**config.mk**
```make
export PLATFORM = sky130hd
export DESIGN_NAME = nmsm_top
export DESIGN_NICKNAME = d
export VERILOG_FILES = /design/src/hdl/nmsm_pkg.sv /design/src/hdl/nmsm_pin_sync.sv /design/src/hdl/nmsm_top.sv
export SDC_FILE = /design/constraint.sdc
export NUM_CORES = 1
export LEC_CHECK = 0
export ABC_AREA = 0
export ABC_CLOCK_PERIOD_IN_PS = 1250
export BUFFER_PORTS_ARGS = -buffer_cell sky130_fd_sc_hd__buf_4
export CORE_MARGIN = 3
export CORE_UTILIZATION = 58
export DETAILED_ROUTE_END_ITERATION = 10
export PLACE_DENSITY = 0.91
export SYNTH_ARGS = -nofsm -noshare
export SYNTH_HDL_FRONTEND = slang
export SYNTH_HIERARCHICAL = 1
export SYNTH_SLANG_ARGS = --single-unit
```
**constraint.sdc**
```tcl
create_clock -name clk_i -period 1.25 [get_ports clk_i]
set_input_delay 0.0625 -clock clk_i [delete_from_list [all_inputs] [get_ports clk_i]]
set_output_delay 0.0625 -clock clk_i [all_outputs]
set_load 0.05 [all_outputs]
```
**src/hdl/nmsm_pkg.sv**
```systemverilog
// Package for the node mode state machine: modes, flag carrier, timing.
// Assumes a single 250 MHz clock domain for every user of these types.
package nmsm_pkg;
  // Clock period in picoseconds
  localparam int unsigned NMSM_CLK_PS = 4000;
  // Minimum Go-to-sleep hold time, in microseconds
  localparam int unsigned NMSM_GTS_HOLD_US = 20;
  // Hold time as clock cycles, rounded up, never below one
  localparam int unsigned NMSM_GTS_HOLD_CYC =
    ((NMSM_GTS_HOLD_US * 1000000 + NMSM_CLK_PS - 1) / NMSM_CLK_PS) < 1 ? 1 :
    ((NMSM_GTS_HOLD_US * 1000000 + NMSM_CLK_PS - 1) / NMSM_CLK_PS);
  // Host lead of mode_select_pin before low_power_select_n, microseconds
  localparam int unsigned NMSM_STBY_LEAD_US = 60;
  // Reset values of the flags
  localparam logic NMSM_WAKE_RST = 1'h0;
  localparam logic NMSM_UV_RST = 1'h0;

  // Operating modes, one-hot
  typedef enum logic [4:0] {
    NMSM_NORMAL = 5'h01,
    NMSM_RXONLY = 5'h02,
    NMSM_STANDBY = 5'h04,
    NMSM_GOTOSLEEP = 5'h08,
    NMSM_SLEEP = 5'h10
  } nmsm_mode_t;

  // Supply undervoltage flags
  typedef struct packed {
    logic io_supply_low_flag;
    logic battery_low_flag;
    logic core_supply_low_flag;
  } nmsm_uv_t;

  // Synchronised pin levels with their edges
  typedef struct packed {
    logic mode_lvl;
    logic mode_rise;
    logic mode_fall;
    logic lp_lvl;
    logic lp_rise;
    logic lp_fall;
  } nmsm_pins_t;
endpackage

```
**src/hdl/nmsm_pin_sync.sv**
```systemverilog
// Two-flop synchroniser plus edge detection for the two mode pins.
// Assumes asynchronous pins and the internal synchronous reset copy.
module nmsm_pin_sync
  import nmsm_pkg::*;
(
  // Clock and reset
  input wire logic clk_i,
  input wire logic rst_n_i,
  // Raw pins
  input wire logic mode_select_pin_i,
  input wire logic low_power_select_n_i,
  // Conditioned result
  output nmsm_pins_t pins_o
);
  logic [1:0] meta_r; // First stage, read only by second stage
  logic [1:0] sync_r; // Second stage
  logic [1:0] prev_r; // Previous synced level, for edges

  // Synchroniser chain; pins reset low like the pull-downs
  always_ff @(posedge clk_i or negedge rst_n_i) begin
    if (!rst_n_i) begin
      meta_r <= 2'h0;
      sync_r <= 2'h0;
      prev_r <= 2'h0;
    end else begin
      meta_r <= {low_power_select_n_i, mode_select_pin_i};
      sync_r <= meta_r;
      prev_r <= sync_r;
    end
  end

  // Edges from synchronised values only
  always_comb begin
    pins_o.mode_lvl = sync_r[0];
    pins_o.mode_rise = sync_r[0] & ~prev_r[0];
    pins_o.mode_fall = ~sync_r[0] & prev_r[0];
    pins_o.lp_lvl = sync_r[1];
    pins_o.lp_rise = sync_r[1] & ~prev_r[1];
    pins_o.lp_fall = ~sync_r[1] & prev_r[1];
  end
endmodule

```
**src/hdl/nmsm_top.sv**
```systemverilog
// Node mode state machine: operating mode, wake flag, undervoltage flags.
// Assumes a host driving the two mode pins and a wake detector pulse on
// the same clock; undervoltage detection sits elsewhere and only sets.
//
// Contract
// - Normal exits by pin edges to three modes
// - Receive-only exits by pin levels and edges
// - Standby exits; wake follows the pin levels
// - Go-to-sleep exits; held pins lead Sleep
// - Early Go-to-sleep exits skip Sleep
// - Hold time expired without wake enters Sleep
// - Sleep exits by rising select, clearing flags
// - Rising low-power select sets wake flag
// - Ending in Normal clears wake flag
// - Setting wake clears all undervoltage flags
// - Standby wake-up: set wake, follow pins
// - Go-to-sleep wake-up: set wake, follow pins
// - Sleep wake-up: set wake, clear flags, follow
// - Sleep wake-up passes through Standby first
// - Pins rule unless undervoltage present
// - Standby with wake drives indications active
module nmsm_top
  import nmsm_pkg::*;
#(
  parameter int unsigned GTS_HOLD_CYC = NMSM_GTS_HOLD_CYC
) (
  // Clock and reset
  input wire logic clk_i,
  input wire logic nrst_i,
  // Mode control pins from the host
  input wire logic mode_select_pin_i,
  input wire logic low_power_select_n_i,
  // Wake-up pulse from the wake detector, same clock
  input wire logic wake_event_i,
  // Undervoltage present and flag set pulses from the monitor
  input wire logic uv_present_i,
  input wire nmsm_uv_t uv_set_i,
  // Mode and flag status
  output nmsm_mode_t mode_o,
  output logic wake_flag_o,
  output nmsm_uv_t uv_flags_o,
  // Pin indications
  output logic inhibit_two_out_o,
  output logic inhibit_two_oe_n_o,
  output logic bus_activity_n_o,
  output logic receive_out_o
);
  // Counter width for the hold timer
  localparam int unsigned CW = $clog2(GTS_HOLD_CYC + 1) + 1;
  localparam logic [CW-1:0] HOLD_LIM = CW'(GTS_HOLD_CYC);

  logic [1:0] rst_sync_r; // Reset release chain
  logic rst_n; // Internal reset copy
  nmsm_pins_t pins; // Conditioned pins
  nmsm_mode_t mode_r; // Current mode
  nmsm_mode_t mode_nxt;
  logic wake_r; // Wake flag
  logic wake_nxt;
  nmsm_uv_t uv_r; // Undervoltage flags
  nmsm_uv_t uv_nxt;
  logic [CW-1:0] hold_r; // Cycles spent in Go-to-sleep
  logic hold_done; // Minimum hold time exceeded
  logic via_stby_r; // Sleep wake-up in transit via Standby
  logic via_stby_nxt;
  logic wake_set; // Wake flag sets this cycle
  logic uv_clr_all; // All three flags clear this cycle
  logic core_clr; // Core supply flag clears this cycle

  // Reset released through two flops; assertion stays asynchronous
  always_ff @(posedge clk_i or negedge nrst_i) begin
    if (!nrst_i) begin
      rst_sync_r <= 2'h0;
    end else begin
      rst_sync_r <= {rst_sync_r[0], 1'h1};
    end
  end
  // Every flop below resets from this copy, never from the raw pin
  assign rst_n = rst_sync_r[1];

  // Pin conditioning before any decision
  nmsm_pin_sync u_sync (
    .clk_i(clk_i),
    .rst_n_i(rst_n),
    .mode_select_pin_i(mode_select_pin_i),
    .low_power_select_n_i(low_power_select_n_i),
    .pins_o(pins)
  );

  // Hold timer; saturates so a long stay cannot wrap back
  // Leaving Go-to-sleep restarts it, so every visit is timed afresh
  always_ff @(posedge clk_i or negedge rst_n) begin
    if (!rst_n) begin
      hold_r <= '0;
    end else if (mode_r != NMSM_GOTOSLEEP) begin
      hold_r <= '0;
    end else if (hold_r <= HOLD_LIM) begin
      hold_r <= hold_r + CW'(1);
    end
  end
  // Exceeded, not merely reached: one cycle past the limit
  assign hold_done = hold_r > HOLD_LIM;

  // Mode selected by plain pin levels
  function automatic nmsm_mode_t pin_mode(input logic lp, input logic ms);
    nmsm_mode_t m;
    // Both pins low selects Standby, the default here
    m = NMSM_STANDBY;
    if (lp && ms) begin
      m = NMSM_NORMAL;
    end else if (lp) begin
      m = NMSM_RXONLY;
    end else if (ms) begin
      m = NMSM_GOTOSLEEP;
    end
    return m;
  endfunction

  // Next mode decision
  // Pin edges outrank wake-ups, and wake-ups outrank the Sleep timer
  always_comb begin
    mode_nxt = mode_r;
    via_stby_nxt = 1'h0;
    wake_set = 1'h0;
    uv_clr_all = 1'h0;
    core_clr = 1'h0;
    if (uv_present_i) begin
      // Undervoltage handling owns the mode; hold still
      // Limitation: a Sleep wake-up caught here stays in Standby
      mode_nxt = mode_r;
    end else if (via_stby_r) begin
      // Second step of a Sleep wake-up
      mode_nxt = pin_mode(pins.lp_lvl, pins.mode_lvl);
    end else begin
      case (mode_r)
        NMSM_NORMAL: begin
          // Edge driven exits
          if (pins.lp_fall && !pins.mode_lvl) begin
            mode_nxt = NMSM_STANDBY;
          end else if (pins.lp_fall && pins.mode_lvl) begin
            mode_nxt = NMSM_GOTOSLEEP;
          end else if (pins.mode_fall && pins.lp_lvl) begin
            mode_nxt = NMSM_RXONLY;
          end
        end
        NMSM_RXONLY: begin
          // Level and edge exits
          if (pins.mode_rise && pins.lp_lvl) begin
            mode_nxt = NMSM_NORMAL;
          end else if (!pins.lp_lvl && pins.mode_lvl) begin
            mode_nxt = NMSM_GOTOSLEEP;
          end else if (pins.lp_fall && !pins.mode_lvl) begin
            mode_nxt = NMSM_STANDBY;
          end
        end
        NMSM_STANDBY: begin
          if (pins.lp_rise) begin
            // Rising select picks Normal or Receive-only
            mode_nxt = pins.mode_lvl ? NMSM_NORMAL : NMSM_RXONLY;
          end else if (pins.mode_rise && !pins.lp_lvl) begin
            mode_nxt = NMSM_GOTOSLEEP;
          end else if (wake_event_i) begin
            // Wake-up follows the pins
            mode_nxt = pin_mode(pins.lp_lvl, pins.mode_lvl);
          end
          if (wake_event_i) begin
            wake_set = 1'h1;
            core_clr = 1'h1;
          end
        end
        NMSM_GOTOSLEEP: begin
          // Pin exits win at any time before Sleep
          if (pins.lp_rise) begin
            mode_nxt = pins.mode_lvl ? NMSM_NORMAL : NMSM_RXONLY;
          end else if (pins.mode_fall && !pins.lp_lvl) begin
            mode_nxt = NMSM_STANDBY;
          end else if (wake_event_i) begin
            mode_nxt = pin_mode(pins.lp_lvl, pins.mode_lvl);
          end else if (hold_done && !wake_r && !pins.lp_lvl && pins.mode_lvl) begin
            mode_nxt = NMSM_SLEEP;
          end
          if (wake_event_i) begin
            wake_set = 1'h1;
            core_clr = 1'h1;
          end
        end
        NMSM_SLEEP: begin
          if (pins.lp_rise) begin
            // Direct pin exit, flags clear
            mode_nxt = pins.mode_lvl ? NMSM_NORMAL : NMSM_RXONLY;
            uv_clr_all = 1'h1;
          end else if (wake_event_i) begin
            // Wake-up lands in Standby, then follows the pins
            mode_nxt = NMSM_STANDBY;
            via_stby_nxt = pin_mode(pins.lp_lvl, pins.mode_lvl) != NMSM_STANDBY;
            wake_set = 1'h1;
            uv_clr_all = 1'h1;
          end
        end
        default: begin
          mode_nxt = NMSM_STANDBY;
        end
      endcase
    end
    // Any rising select edge sets the wake flag
    if (pins.lp_rise) begin
      wake_set = 1'h1;
    end
    // Setting wake clears every undervoltage flag
    if (wake_set) begin
      uv_clr_all = 1'h1;
    end
  end

  // Mode and transit registers
  always_ff @(posedge clk_i or negedge rst_n) begin
    if (!rst_n) begin
      mode_r <= NMSM_STANDBY;
      via_stby_r <= 1'h0;
    end else begin
      mode_r <= mode_nxt;
      via_stby_r <= via_stby_nxt;
    end
  end

  // Wake flag next value
  always_comb begin
    wake_nxt = wake_r;
    if (wake_set) begin
      wake_nxt = 1'h1;
    end
    // Sleep entry clears it; the entry test needs it clear anyway
    if (mode_r == NMSM_GOTOSLEEP && mode_nxt == NMSM_SLEEP) begin
      wake_nxt = 1'h0;
    end
    // Ending in Normal clears it, even if just set
    if (mode_nxt == NMSM_NORMAL) begin
      wake_nxt = 1'h0;
    end
  end

  // Wake flag register
  always_ff @(posedge clk_i or negedge rst_n) begin
    if (!rst_n) begin
      wake_r <= NMSM_WAKE_RST;
    end else begin
      wake_r <= wake_nxt;
    end
  end

  // Undervoltage flags: monitor set wins over a clear in the same cycle
  always_comb begin
    uv_nxt = uv_r;
    if (uv_clr_all) begin
      uv_nxt = '0;
    end else if (core_clr) begin
      uv_nxt.core_supply_low_flag = 1'h0;
    end
    // Monitor sets merge last, so they win over any clear
    uv_nxt = nmsm_uv_t'(uv_nxt | uv_set_i);
  end

  // Undervoltage flag register
  always_ff @(posedge clk_i or negedge rst_n) begin
    if (!rst_n) begin
      uv_r <= '{NMSM_UV_RST, NMSM_UV_RST, NMSM_UV_RST};
    end else begin
      uv_r <= uv_nxt;
    end
  end

  // Indication pins registered from the new state
  always_ff @(posedge clk_i or negedge rst_n) begin
    if (!rst_n) begin
      inhibit_two_out_o <= 1'h0;
      inhibit_two_oe_n_o <= 1'h1;
      bus_activity_n_o <= 1'h1;
      receive_out_o <= 1'h1;
    end else begin
      // Value fixed high; only the enable decides drive or float
      inhibit_two_out_o <= 1'h1;
      if (mode_nxt == NMSM_NORMAL || mode_nxt == NMSM_RXONLY) begin
        inhibit_two_oe_n_o <= 1'h0;
        bus_activity_n_o <= 1'h1;
        receive_out_o <= 1'h1;
      end else if (mode_nxt == NMSM_STANDBY && wake_nxt) begin
        inhibit_two_oe_n_o <= 1'h0;
        bus_activity_n_o <= 1'h0;
        receive_out_o <= 1'h0;
      end else begin
        inhibit_two_oe_n_o <= 1'h1;
        bus_activity_n_o <= 1'h1;
        receive_out_o <= 1'h1;
      end
    end
  end

  // Status outputs
  assign mode_o = mode_r;
  assign wake_flag_o = wake_r;
  assign uv_flags_o = uv_r;
endmodule

```
==> results_dict.tcl, run 1 <==
set metrics [dict create \
    stop_stage "clock tree synthesis (4_1_cts)" \
    port_buffers 21 \
    ys_seq_elements 35 \
    synth.distinct_cells 60 \
    synth_edf_count 0 \
    pin_count 22 \
    die_x_um 65.3 \
    netlist_area_um2 2040 \
    synthArstFlopShare 1.00 \
    hpwl_mm 4.62 \
    preCtsSetupSlack_ns -1.05 \
    postCtsSetupRepairBufs 16 \
    rows 20 \
    initial_core_util 0.636 \
    ctsLongestPathBuffers 2 \
    cts-resized-gates 48 \
    htree_levels 2 \
    place.gp.congestion 1.04 \
    synth_area_per_cell_um2 9.18 \
    cts-root-buf "clkbuf_4" \
    ys_seq_area_frac 0.432 \
    stop_error "[ERROR DPL-0038] Utilization greater than 100%, impossible to legalize" \
    status "stopped before the end" \
    hold_buffers 6 \
    cts_made_buffers 5 \
    netlist_instances 222 \
    synthFlopType "dfrtp_1" \
    clkSinkCount 35 \
    yosys_warnings 6 \
    die_h_um 65.3 \
]
-- cells in the mapped netlist (all sizes together) (2+ instances only) --
cell type,n,area (µm²)
o22ai,2,12.5
clkbuf,10,38.8
or4,2,15.0
nand3,6,30.0
a2111oi,2,17.5
a21oi,12,60.1
or4b,2,20.0
xnor2,7,61.3
dfrtp,32,801
nand3b,2,15.0
xor2,5,43.8
nor4,4,25.0
dfstp,3,78.8
and3,3,18.8
and2b,4,35.0
or3,5,36.3
or2,4,25.0
a22oi,2,15.0
a21o,2,15.0
nor2b,6,37.5
o21ai,10,50.0
nand4b,2,17.5
o221a,2,22.5
nor3,8,40.0
o32ai,3,26.3
ha,2,25.0
buf,4,27.5
o211ai,2,15.0
nand2b,6,37.5
nand4,6,37.5
nor2,18,67.6
inv,11,41.3
a31oi,3,18.8
nand2,11,41.3
-- stage by stage --
step                hold WS, ns  std cells  instance area (µm²)
floorplan                -0.233        223                 2140
global placement         -0.155        337                 2730
detailed placement       -0.151        337                 2730
-- logic make-up after synthesis --
kind of cell | after synthesis | synth area share
other | 1 | 0.00184
and+or+nand+nor | 93 | 0.261
buffers and inverters | 25 | 0.0528
DFF | 35 | 0.432
adders and majority gates | 2 | 0.0123
AOI/OAI and AO/OA | 54 | 0.189
xor gates and xnor gates | 12 | 0.0516
==> run 2: changes to the inputs <==
--- a/config.mk
+++ b/config.mk
@@ -9,9 +9,9 @@
 export ABC_CLOCK_PERIOD_IN_PS = 1250
 export BUFFER_PORTS_ARGS = -buffer_cell sky130_fd_sc_hd__buf_4
 export CORE_MARGIN = 3
-export CORE_UTILIZATION = 58
+export CORE_UTILIZATION = 40
 export DETAILED_ROUTE_END_ITERATION = 10
-export PLACE_DENSITY = 0.91
+export PLACE_DENSITY_LB_ADDON = 0.15
 export SYNTH_ARGS = -nofsm -noshare
 export SYNTH_HDL_FRONTEND = slang
 export SYNTH_HIERARCHICAL = 1
==> run 2 against run 1 <==
  * Synthesized area did not move
  * The flow now finishes, with violations (negative setup slack)
  * Synthesized cell count stayed put
==> results_dict.tcl, run 2 <==
set metrics [dict create \
    critical_path.endpoint "inhibit_two_oe_n_o" \
    placedCellCount 367 \
    ctsLongestPathBuffers 2 \
    required_ns 1.47 \
    dieArea_um2 5980 \
    crit_type "flip-flop to flip-flop" \
    cpPeakStageDelay_ns 0.48 \
    cts_made_buffers 5 \
    ant_nets 0 \
    holdCritPathClass "input port to async pin" \
    synth_most_common_cell "dfrtp_1" \
    setup_viol 27 \
    route.detailed.drc 0 \
    final_common_cell "buf_4" \
    yosys-top-cells-area "dfrtp_1 39%, dfstp_2 3.9%, nor2_1 3.3%" \
    ys_top_cells_by_count "32 x dfrtp_1, 18 x nor2_1, 12 x a21oi_1" \
    ys_seq_elements 35 \
    tightestPinTransition_ns 0.503 \
    htree_levels 2 \
    wire_per_inst_um 14.7 \
    pin_count 22 \
    setup_tns_ns -17.94 \
    rr_worst_depth 7 \
    worstPathArrival_ns 2.53 \
    core_area_um2 4820 \
    synth_top_area_frac 0.393 \
    status "finished with violations" \
    die_x_um 77.4 \
    reg2reg_from "mode_o[2]" \
    yosys.area_share.simple 0.261 \
    r2r_slack_ns -1.06 \
    regToRegEndpoint "inhibit_two_oe_n_o" \
    fin_crit_sh 1.85 \
    synth-compound-area-share 0.189 \
    synthArstFlopShare 1.00 \
    fin_cells 397 \
    drt_iter0_drc 161 \
    worstSkewPairLatency_ns 0.29 \
    drive_gt1_frac 0.512 \
    fin_util 0.699 \
    ys_seq_area_frac 0.432 \
    synth_top_family_by_area "simple AND/OR/NAND/NOR gates" \
    initial_core_util 0.423 \
    die_h_um 77.4 \
    vias 2073 \
    register_area_um2 888 \
    grt_pass1_wl_mm 9.56 \
    netlist_area_um2 2040 \
    violations "negative setup slack" \
    netlist_instances 222 \
    critPathCaptureType "flip-flop" \
    hpwl_mm 3.91 \
    ir_drop_v 0.00102 \
    cts_tree "built" \
    p_per_area_nw_per_um2 1520 \
    max_freq_mhz 432 \
    grt_pass1_vias 2115 \
    clkSinkCount 35 \
    leakage_nw 1.51 \
    yosys_warnings 6 \
    grt_use_total 0.199 \
    synth_xor_xnor_area_share 0.0516 \
    multi_input_area_um2 1300 \
    regMostFlops "hold_r" \
    preCtsSetupSlack_ns -1.06 \
    area_growth_syn_to_layout_pct 65.4 \
    synthMuxAreaShare 0 \
    antenna_found_initial 0 \
    start_kind "flip-flop" \
    diodes 0 \
    place.gp.congestion 0.899 \
    final_max_slew_viol_count 0 \
    first_pass_iters 6 \
    layout_common_cells "92 x buf_4, 28 x dfrtp_1, 16 x nor2_1, 12 x buf_6" \
    rows 25 \
    grt_overflow_total 0 \
    hold_viol 0 \
    path_cells "or3_4 > or2_1 > or4_1 > a311o_1 > a21oi_2 > nand4b_1 > a21boi_2" \
    cp_slowest_cell "dfstp_4" \
    synth_area_per_cell_um2 9.18 \
    fillers 377 \
    port_buffers 21 \
    finalWorstSetupSlack_ns -1.06 \
    grt_max_degree 28 \
    cap_violations 0 \
    crit_start "mode_o[2]" \
    finalCriticalPeriod_ns 2.31 \
    wl_mm 5.85 \
    synth_area_leader_cell "dfrtp_1" \
    crit_fanout 4 \
    clkSlewWorstSetupHoldPaths_ns 0.07 \
    synth_edf_count 0 \
    viasPerCell 5.22 \
    total_power_mw 5.11 \
    cts-root-buf "clkbuf_8" \
    relSlewSlack 0.664 \
    synthAdderAreaFrac 0.0123 \
    fin_nets 340 \
    synthFlopType "dfrtp_1" \
    synth.distinct_cells 60 \
    largest_register_ffs 14 \
    rsz0062_at_grt "yes" \
    skew_ns 0.00560 \
]
==> run 2: how the worst min path moves through the flow <==
stage,to,slack [ns],startpoint,depth (start not counted)
final,rst_sync_r[0],0.09,nrst_i,2
after global routing,rst_sync_r[0],0.08,nrst_i,2
after CTS,rst_sync_r[0],0.08,nrst_i,2
after detailed placement,rst_sync_r[0],-0.15,nrst_i,1
after global placement,rst_sync_r[0],-0.15,nrst_i,1
after floorplan,rst_sync_r[0],-0.23,nrst_i,0
==> run 2: logic make-up after synthesis <==
logic type | after synthesis
adders and majority gates | 2
and+or+nand+nor | 93
AOI/OAI and AO/OA | 54
buffers and inverters | 25
xor gates and xnor gates | 12
DFF | 35
other | 1
==> run 2: report_power, final <==
group	total (mW)	internal [mW]	switching [mW]
Sequential	1.40	1.30	0.0971
Combinational	2.66	1.24	1.42
Clock	1.05	0.645	0.402
Total	5.11	3.19	1.92
==> run 2: per-stage QoR <==
step	cell area (µm²)	hold WS, ns
floorplan	2140	-0.233
global placement	2810	-0.154
detailed placement	2810	-0.154
CTS	3220	0.0776
global route	3370	0.0766
finish	3370	0.0889
==> run 2: what timing repair did <==
item,CTS,global route
setup buffers,10,8
resized for setup,31,20
setup endpoints to repair,27,27
pin swaps,17,19
hold buffers,6,0
endpoints found under the hold margin,7,0
==> run 2: worst max-delay path, delay by kind of cell, from the launching register on <==
kind	cells	cell delay, ns
compound gates	3	0.63
flops	1	0.48
simple gates	4	1.14
==> run 2: final cells by class <==
type | instances | area share
clock buffers | 6 | 0.0245
inverters | 11 | 0.0123
multi-input cells | 163 | 0.385
repair buffers | 113 | 0.279
well taps | 67 | 0.0249
flip-flops and latches | 35 | 0.264
clock inverters | 2 | 0.0104
==> run 2: per-layer routing <==
layer,track usage,up-vias,wire length (µm)
li1,-,1021,-
met1,0.243,989,2530
met2,0.351,53,2990
met3,0.0383,10,243
met4,0.0641,0,91
met5,0,-,0
Power figures use the tool's default switching activity.
==> run 3: changes to the inputs <==
--- a/config.mk
+++ b/config.mk
@@ -12,6 +12,7 @@
 export CORE_UTILIZATION = 40
 export DETAILED_ROUTE_END_ITERATION = 10
 export PLACE_DENSITY_LB_ADDON = 0.15
+export SKIP_LAST_GASP = 1
 export SYNTH_ARGS = -nofsm -noshare
 export SYNTH_HDL_FRONTEND = slang
 export SYNTH_HIERARCHICAL = 1
==> run 3 against run 2 <==
  * The flow still finishes with violations (negative setup slack)
  * Global-route usage about the same
  * Clock power is essentially flat
  * Core utilization did not move
  * Critical path depth is the same
==> results_dict.tcl, run 3 (same netlist as run 2, synthesis figures left out) <==
set metrics [dict create \
    holdCritPathClass "input port to async pin" \
    crit_fanout 4 \
    leakage_nw 1.51 \
    cts_made_buffers 5 \
    critPathCaptureType "flip-flop" \
    dpl_cell_area_um2 2810 \
    relSlewSlack 0.667 \
    layout_common_cells "92 x buf_4, 28 x dfrtp_1, 16 x nor2_1, 12 x buf_6" \
    area_growth_syn_to_layout_pct 65.4 \
    final_max_slew_viol_count 0 \
    diodes 0 \
    htree_levels 2 \
    core_area_um2 4820 \
    rr_worst_depth 7 \
    cts-root-buf "clkbuf_8" \
    swShare 0.375 \
    clkSinkCount 35 \
    cts_tree "built" \
    ir_drop_v 0.00102 \
    violations "negative setup slack" \
    final_area_um2 3370 \
    place.gp.congestion 0.899 \
    p_per_area_nw_per_um2 1510 \
    final_common_cell "buf_4" \
    grt_pass1_vias 2114 \
    hold_viol 0 \
    pin_count 22 \
    fin_crit_sh 1.85 \
    grt_overflow_total 0 \
    skew_ns 0.00586 \
    dieArea_um2 5980 \
    start_kind "flip-flop" \
    first_pass_iters 4 \
    die_h_um 77.4 \
    vias 2055 \
    cap_violations 0 \
    max_freq_mhz 433 \
    crit_type "flip-flop to flip-flop" \
    clkPwrFrac 0.204 \
    tightestPinTransition_ns 0.498 \
    finalCriticalPeriod_ns 2.31 \
    rsz0062_at_grt "yes" \
    worstSkewPairLatency_ns 0.28 \
    drive_gt1_frac 0.512 \
    wire_per_inst_um 14.7 \
    grt_pass1_wl_mm 9.56 \
    wl_mm 5.82 \
    largest_register_ffs 14 \
    initial_core_util 0.423 \
    finalWorstSetupSlack_ns -1.06 \
    worstPathArrival_ns 2.52 \
    antenna_found_initial 0 \
    route.detailed.drc 0 \
    reg2reg_from "mode_o[2]" \
    port_buffers 21 \
    required_ns 1.47 \
    viasPerCell 5.18 \
    setup_viol 27 \
    drt_iter0_drc 161 \
    crit_start "mode_o[2]" \
    hpwl_mm 3.91 \
    p_sw_mw 1.91 \
    die_x_um 77.4 \
    pwr-share-seq 0.274 \
    ctsLongestPathBuffers 2 \
    grt_max_degree 28 \
    total_power_mw 5.10 \
    grt_use_total 0.199 \
    ant_nets 0 \
    clkSlewWorstSetupHoldPaths_ns 0.07 \
    fin_nets 340 \
    comb_power_share 0.522 \
    regMostFlops "hold_r" \
    p_int_mw 3.19 \
    rows 25 \
    fillers 378 \
    status "finished with violations" \
]
## run 3: cell counts in the layout (fill, tap and decap cells not counted)
Identical to the previous run, type by type.
## run 3: per-layer routing
layer / wire length, µm / track usage / up-vias / share of wire
met5: 0 / 0 / - / 0
met4: 97 / 0.0641 / 0 / 0.017
met3: 238 / 0.0383 / 12 / 0.041
met2: 2960 / 0.351 / 46 / 0.51
met1: 2520 / 0.243 / 976 / 0.43
li1: - / - / 1021 / -
## run 3: cell type report
type                            count  area (µm²)  area share
Multi-Input combinational cell    163        1300       0.385
Timing Repair Buffer              113         941       0.279
Sequential cell                    35         888       0.264
Tap cell                           67        83.8      0.0249
Clock buffer                        6        82.6      0.0245
Inverter                           11        41.3      0.0123
Clock inverter                      2        35.0      0.0104
## run 3: per-stage QoR
stage	TNS (ns)	setup WS (ns)	utilization	cells	hold slack [ns]
finish	-18.04	-1.06	0.699	397	0.0899
global route	-20.70	-1.15	0.699	397	0.0766
CTS	-17.61	-1.02	0.667	390	0.0776
detailed placement	-16.91	-1.06	0.584	367	-0.154
global placement	-16.20	-1.01	0.584	367	-0.154
floorplan	-16.83	-1.30	-	223	-0.233
## run 3: repair_timing
item	in CTS	in global routing
gates resized for setup	29	22
hold endpoints to repair	7	0
hold buffers	6	0
gates cloned	0	0
pin swaps	17	19
endpoints found under the setup margin	27	27
buffers inserted	10	8
## run 3: power groups by stage
stage	logic (mW)	registers, mW	clock network (mW)
2_1_floorplan	0.984	1.79	0
3_3_place_gp	2.11	1.40	0
3_5_place_dp	2.11	1.41	0
4_1_cts	2.39	1.39	1.08
5_1_grt	2.81	1.42	1.12
6_report	2.66	1.40	1.04
## run 3: critical path, cell delays in order, from the launching register on
cell      delay (ns)
dfstp_4         0.48
or3_4           0.36
or2_1           0.25
or4_1           0.41
a311o_1         0.32
a21oi_2         0.14
nand4b_1        0.12
a21boi_2        0.17
## run 3: final timing paths
kind                       slack, ns                 end
max                            -1.06  inhibit_two_oe_n_o
min                             0.09       rst_sync_r[0]
max reg2reg                    -1.06  inhibit_two_oe_n_o
min reg2reg                     0.13    u_sync/prev_r[1]
max in group asynchronous       0.60           mode_o[2]
min in group clk_i              0.30           mode_o[1]
==> run 4: changes to the inputs <==
--- a/config.mk
+++ b/config.mk
@@ -12,6 +12,7 @@
 export CORE_UTILIZATION = 40
 export DETAILED_ROUTE_END_ITERATION = 10
 export PLACE_DENSITY_LB_ADDON = 0.15
+export RECOVER_POWER = 25
 export SKIP_LAST_GASP = 1
 export SYNTH_ARGS = -nofsm -noshare
 export SYNTH_HDL_FRONTEND = slang
==> run 4 against run 3 <==
  * Design area down 0.11%
  * Routed wire length about the same
  * Global-route usage is the same
  * Via count unchanged
  * The run still ends with negative setup slack left
  * Register-to-register slack barely moved
  * Maximum frequency unchanged
  * Largest cell class unchanged
  * Cell count is the same
  * Critical path depth is the same
  * Die area unchanged
  * Critical endpoint unchanged
  * Core utilization is 0.078 points lower
  * Non-clock buffer count unchanged
  * First-iteration DRC count unchanged
==> results_dict.tcl, run 4 (same netlist as run 2, synthesis figures left out) <==
set metrics [dict create \
    status "finished with violations" \
    violations "negative setup slack" \
    place.gp.congestion 0.899 \
    grt_overflow_total 0 \
    total_power_mw 5.10 \
    relSlewSlack 0.667 \
    wl_mm 5.82 \
    initial_core_util 0.423 \
    worstPathArrival_ns 2.52 \
    antenna_found_initial 0 \
    finalWorstSetupSlack_ns -1.06 \
    worstSkewPairLatency_ns 0.28 \
    start_kind "flip-flop" \
    regMostFlops "hold_r" \
    largest_register_ffs 14 \
    tightestPinTransition_ns 0.498 \
    rsz0062_at_grt "yes" \
    skew_ns 0.00586 \
    ctsLongestPathBuffers 2 \
    drive_gt1_frac 0.509 \
    die_x_um 77.4 \
    grt_max_degree 28 \
    clkSinkCount 35 \
    required_ns 1.47 \
    grt_pass1_vias 2114 \
    final_max_slew_viol_count 0 \
    final_common_cell "buf_4" \
    cts-root-buf "clkbuf_8" \
    fin_nets 340 \
    swShare 0.375 \
    port_buffers 21 \
    dieArea_um2 5980 \
    drt_iter0_drc 161 \
    cts_made_buffers 5 \
    ir_drop_v 0.00102 \
    cts_tree "built" \
    pin_count 22 \
    critPathCaptureType "flip-flop" \
    htree_levels 2 \
    comb_power_share 0.521 \
    layout_common_cells "89 x buf_4, 28 x dfrtp_1, 16 x nor2_1, 12 x buf_6" \
    pwr-share-seq 0.274 \
    viasPerCell 5.18 \
    setup_viol 27 \
    vias 2055 \
    area_growth_syn_to_layout_pct 65.2 \
    cap_violations 0 \
    holdCritPathClass "input port to async pin" \
    fin_crit_sh 1.85 \
    wire_per_inst_um 14.6 \
    diodes 0 \
    route.detailed.drc 0 \
    leakage_nw 1.51 \
    max_freq_mhz 433 \
    preCtsSetupSlack_ns -1.06 \
    die_h_um 77.4 \
    grt_use_total 0.199 \
    core_area_um2 4820 \
    hpwl_mm 3.91 \
    hold_viol 0 \
    grt_pass1_wl_mm 9.56 \
    finalCriticalPeriod_ns 2.31 \
    ant_nets 0 \
    p_int_mw 3.19 \
    first_pass_iters 4 \
    clkSlewWorstSetupHoldPaths_ns 0.07 \
    p_sw_mw 1.91 \
    clkPwrFrac 0.205 \
    crit_type "flip-flop to flip-flop" \
    p_per_area_nw_per_um2 1520 \
    crit_fanout 4 \
    rows 25 \
]
[run 4: changes by cell type in the layout (fill, tap and decap cells not counted), sizes merged]
cell / delta
buf: -3
clkbuf: +3
[run 4: path summary, 6_finish.rpt]
path | start | end | slack [ns] | cells after the start
min | nrst_i | rst_sync_r[0] | 0.09 | 2
max reg2reg | mode_o[2] | inhibit_two_oe_n_o | -1.06 | 7
min reg2reg | rst_sync_r[1] | u_sync/prev_r[1] | 0.13 | 0
max | mode_o[2] | inhibit_two_oe_n_o | -1.06 | 7
min in group clk_i | uv_present_i | mode_o[1] | 0.30 | 4
max in group asynchronous | rst_sync_r[1] | mode_o[2] | 0.60 | 1
[run 4: critical path, cell delays in order, from the launching register on]
cell      delay (ns)
dfstp_4         0.48
or3_4           0.36
or2_1           0.25
or4_1           0.41
a311o_1         0.32
a21oi_2         0.14
nand4b_1        0.12
a21boi_2        0.17
[run 4: power by group through the flow]
stage	combinational [mW]	sequential, mW	clock [mW]
final	2.66	1.40	1.04
after CTS	2.39	1.39	1.08
after global routing	2.81	1.42	1.12
after global placement	2.11	1.40	0
after detailed placement	2.11	1.41	0
after floorplan	0.984	1.79	0
[run 4: cell type report]
type                       instances  area (µm²)
sequential                        35         888
inverter                          11        41.3
tap                               67        83.8
clock inverter                     2        35.0
fill                             378        1450
clock buffer                       6        82.6
multi-input combinational        163        1300
timing repair buffer             113         937
[run 4: through the flow]
step	setup TNS [ns]	instances	instance area (µm²)	hold slack [ns]	utilization
3_3_place_gp	-16.20	367	2810	-0.154	0.584
6_report	-18.04	397	3370	0.0870	0.699
2_1_floorplan	-16.83	223	2140	-0.233	-
3_5_place_dp	-16.91	367	2810	-0.154	0.584
5_1_grt	-20.70	397	3370	0.0816	0.699
4_1_cts	-17.61	390	3210	0.0776	0.667
[run 4: what timing repair did]
item | 4_1_cts | 5_1_grt
resized for setup | 29 | 22
endpoints found under the hold margin | 7 | 0
hold buffers | 6 | 0
setup endpoints to repair | 27 | 27
setup buffers | 10 | 8
pin swaps | 17 | 19
[run 4: routing by layer]
layer / global-route usage / part of all wire
met3: 0.0383 / 0.041
met5: 0 / 0
met4: 0.0641 / 0.017
met1: 0.243 / 0.43
met2: 0.351 / 0.51
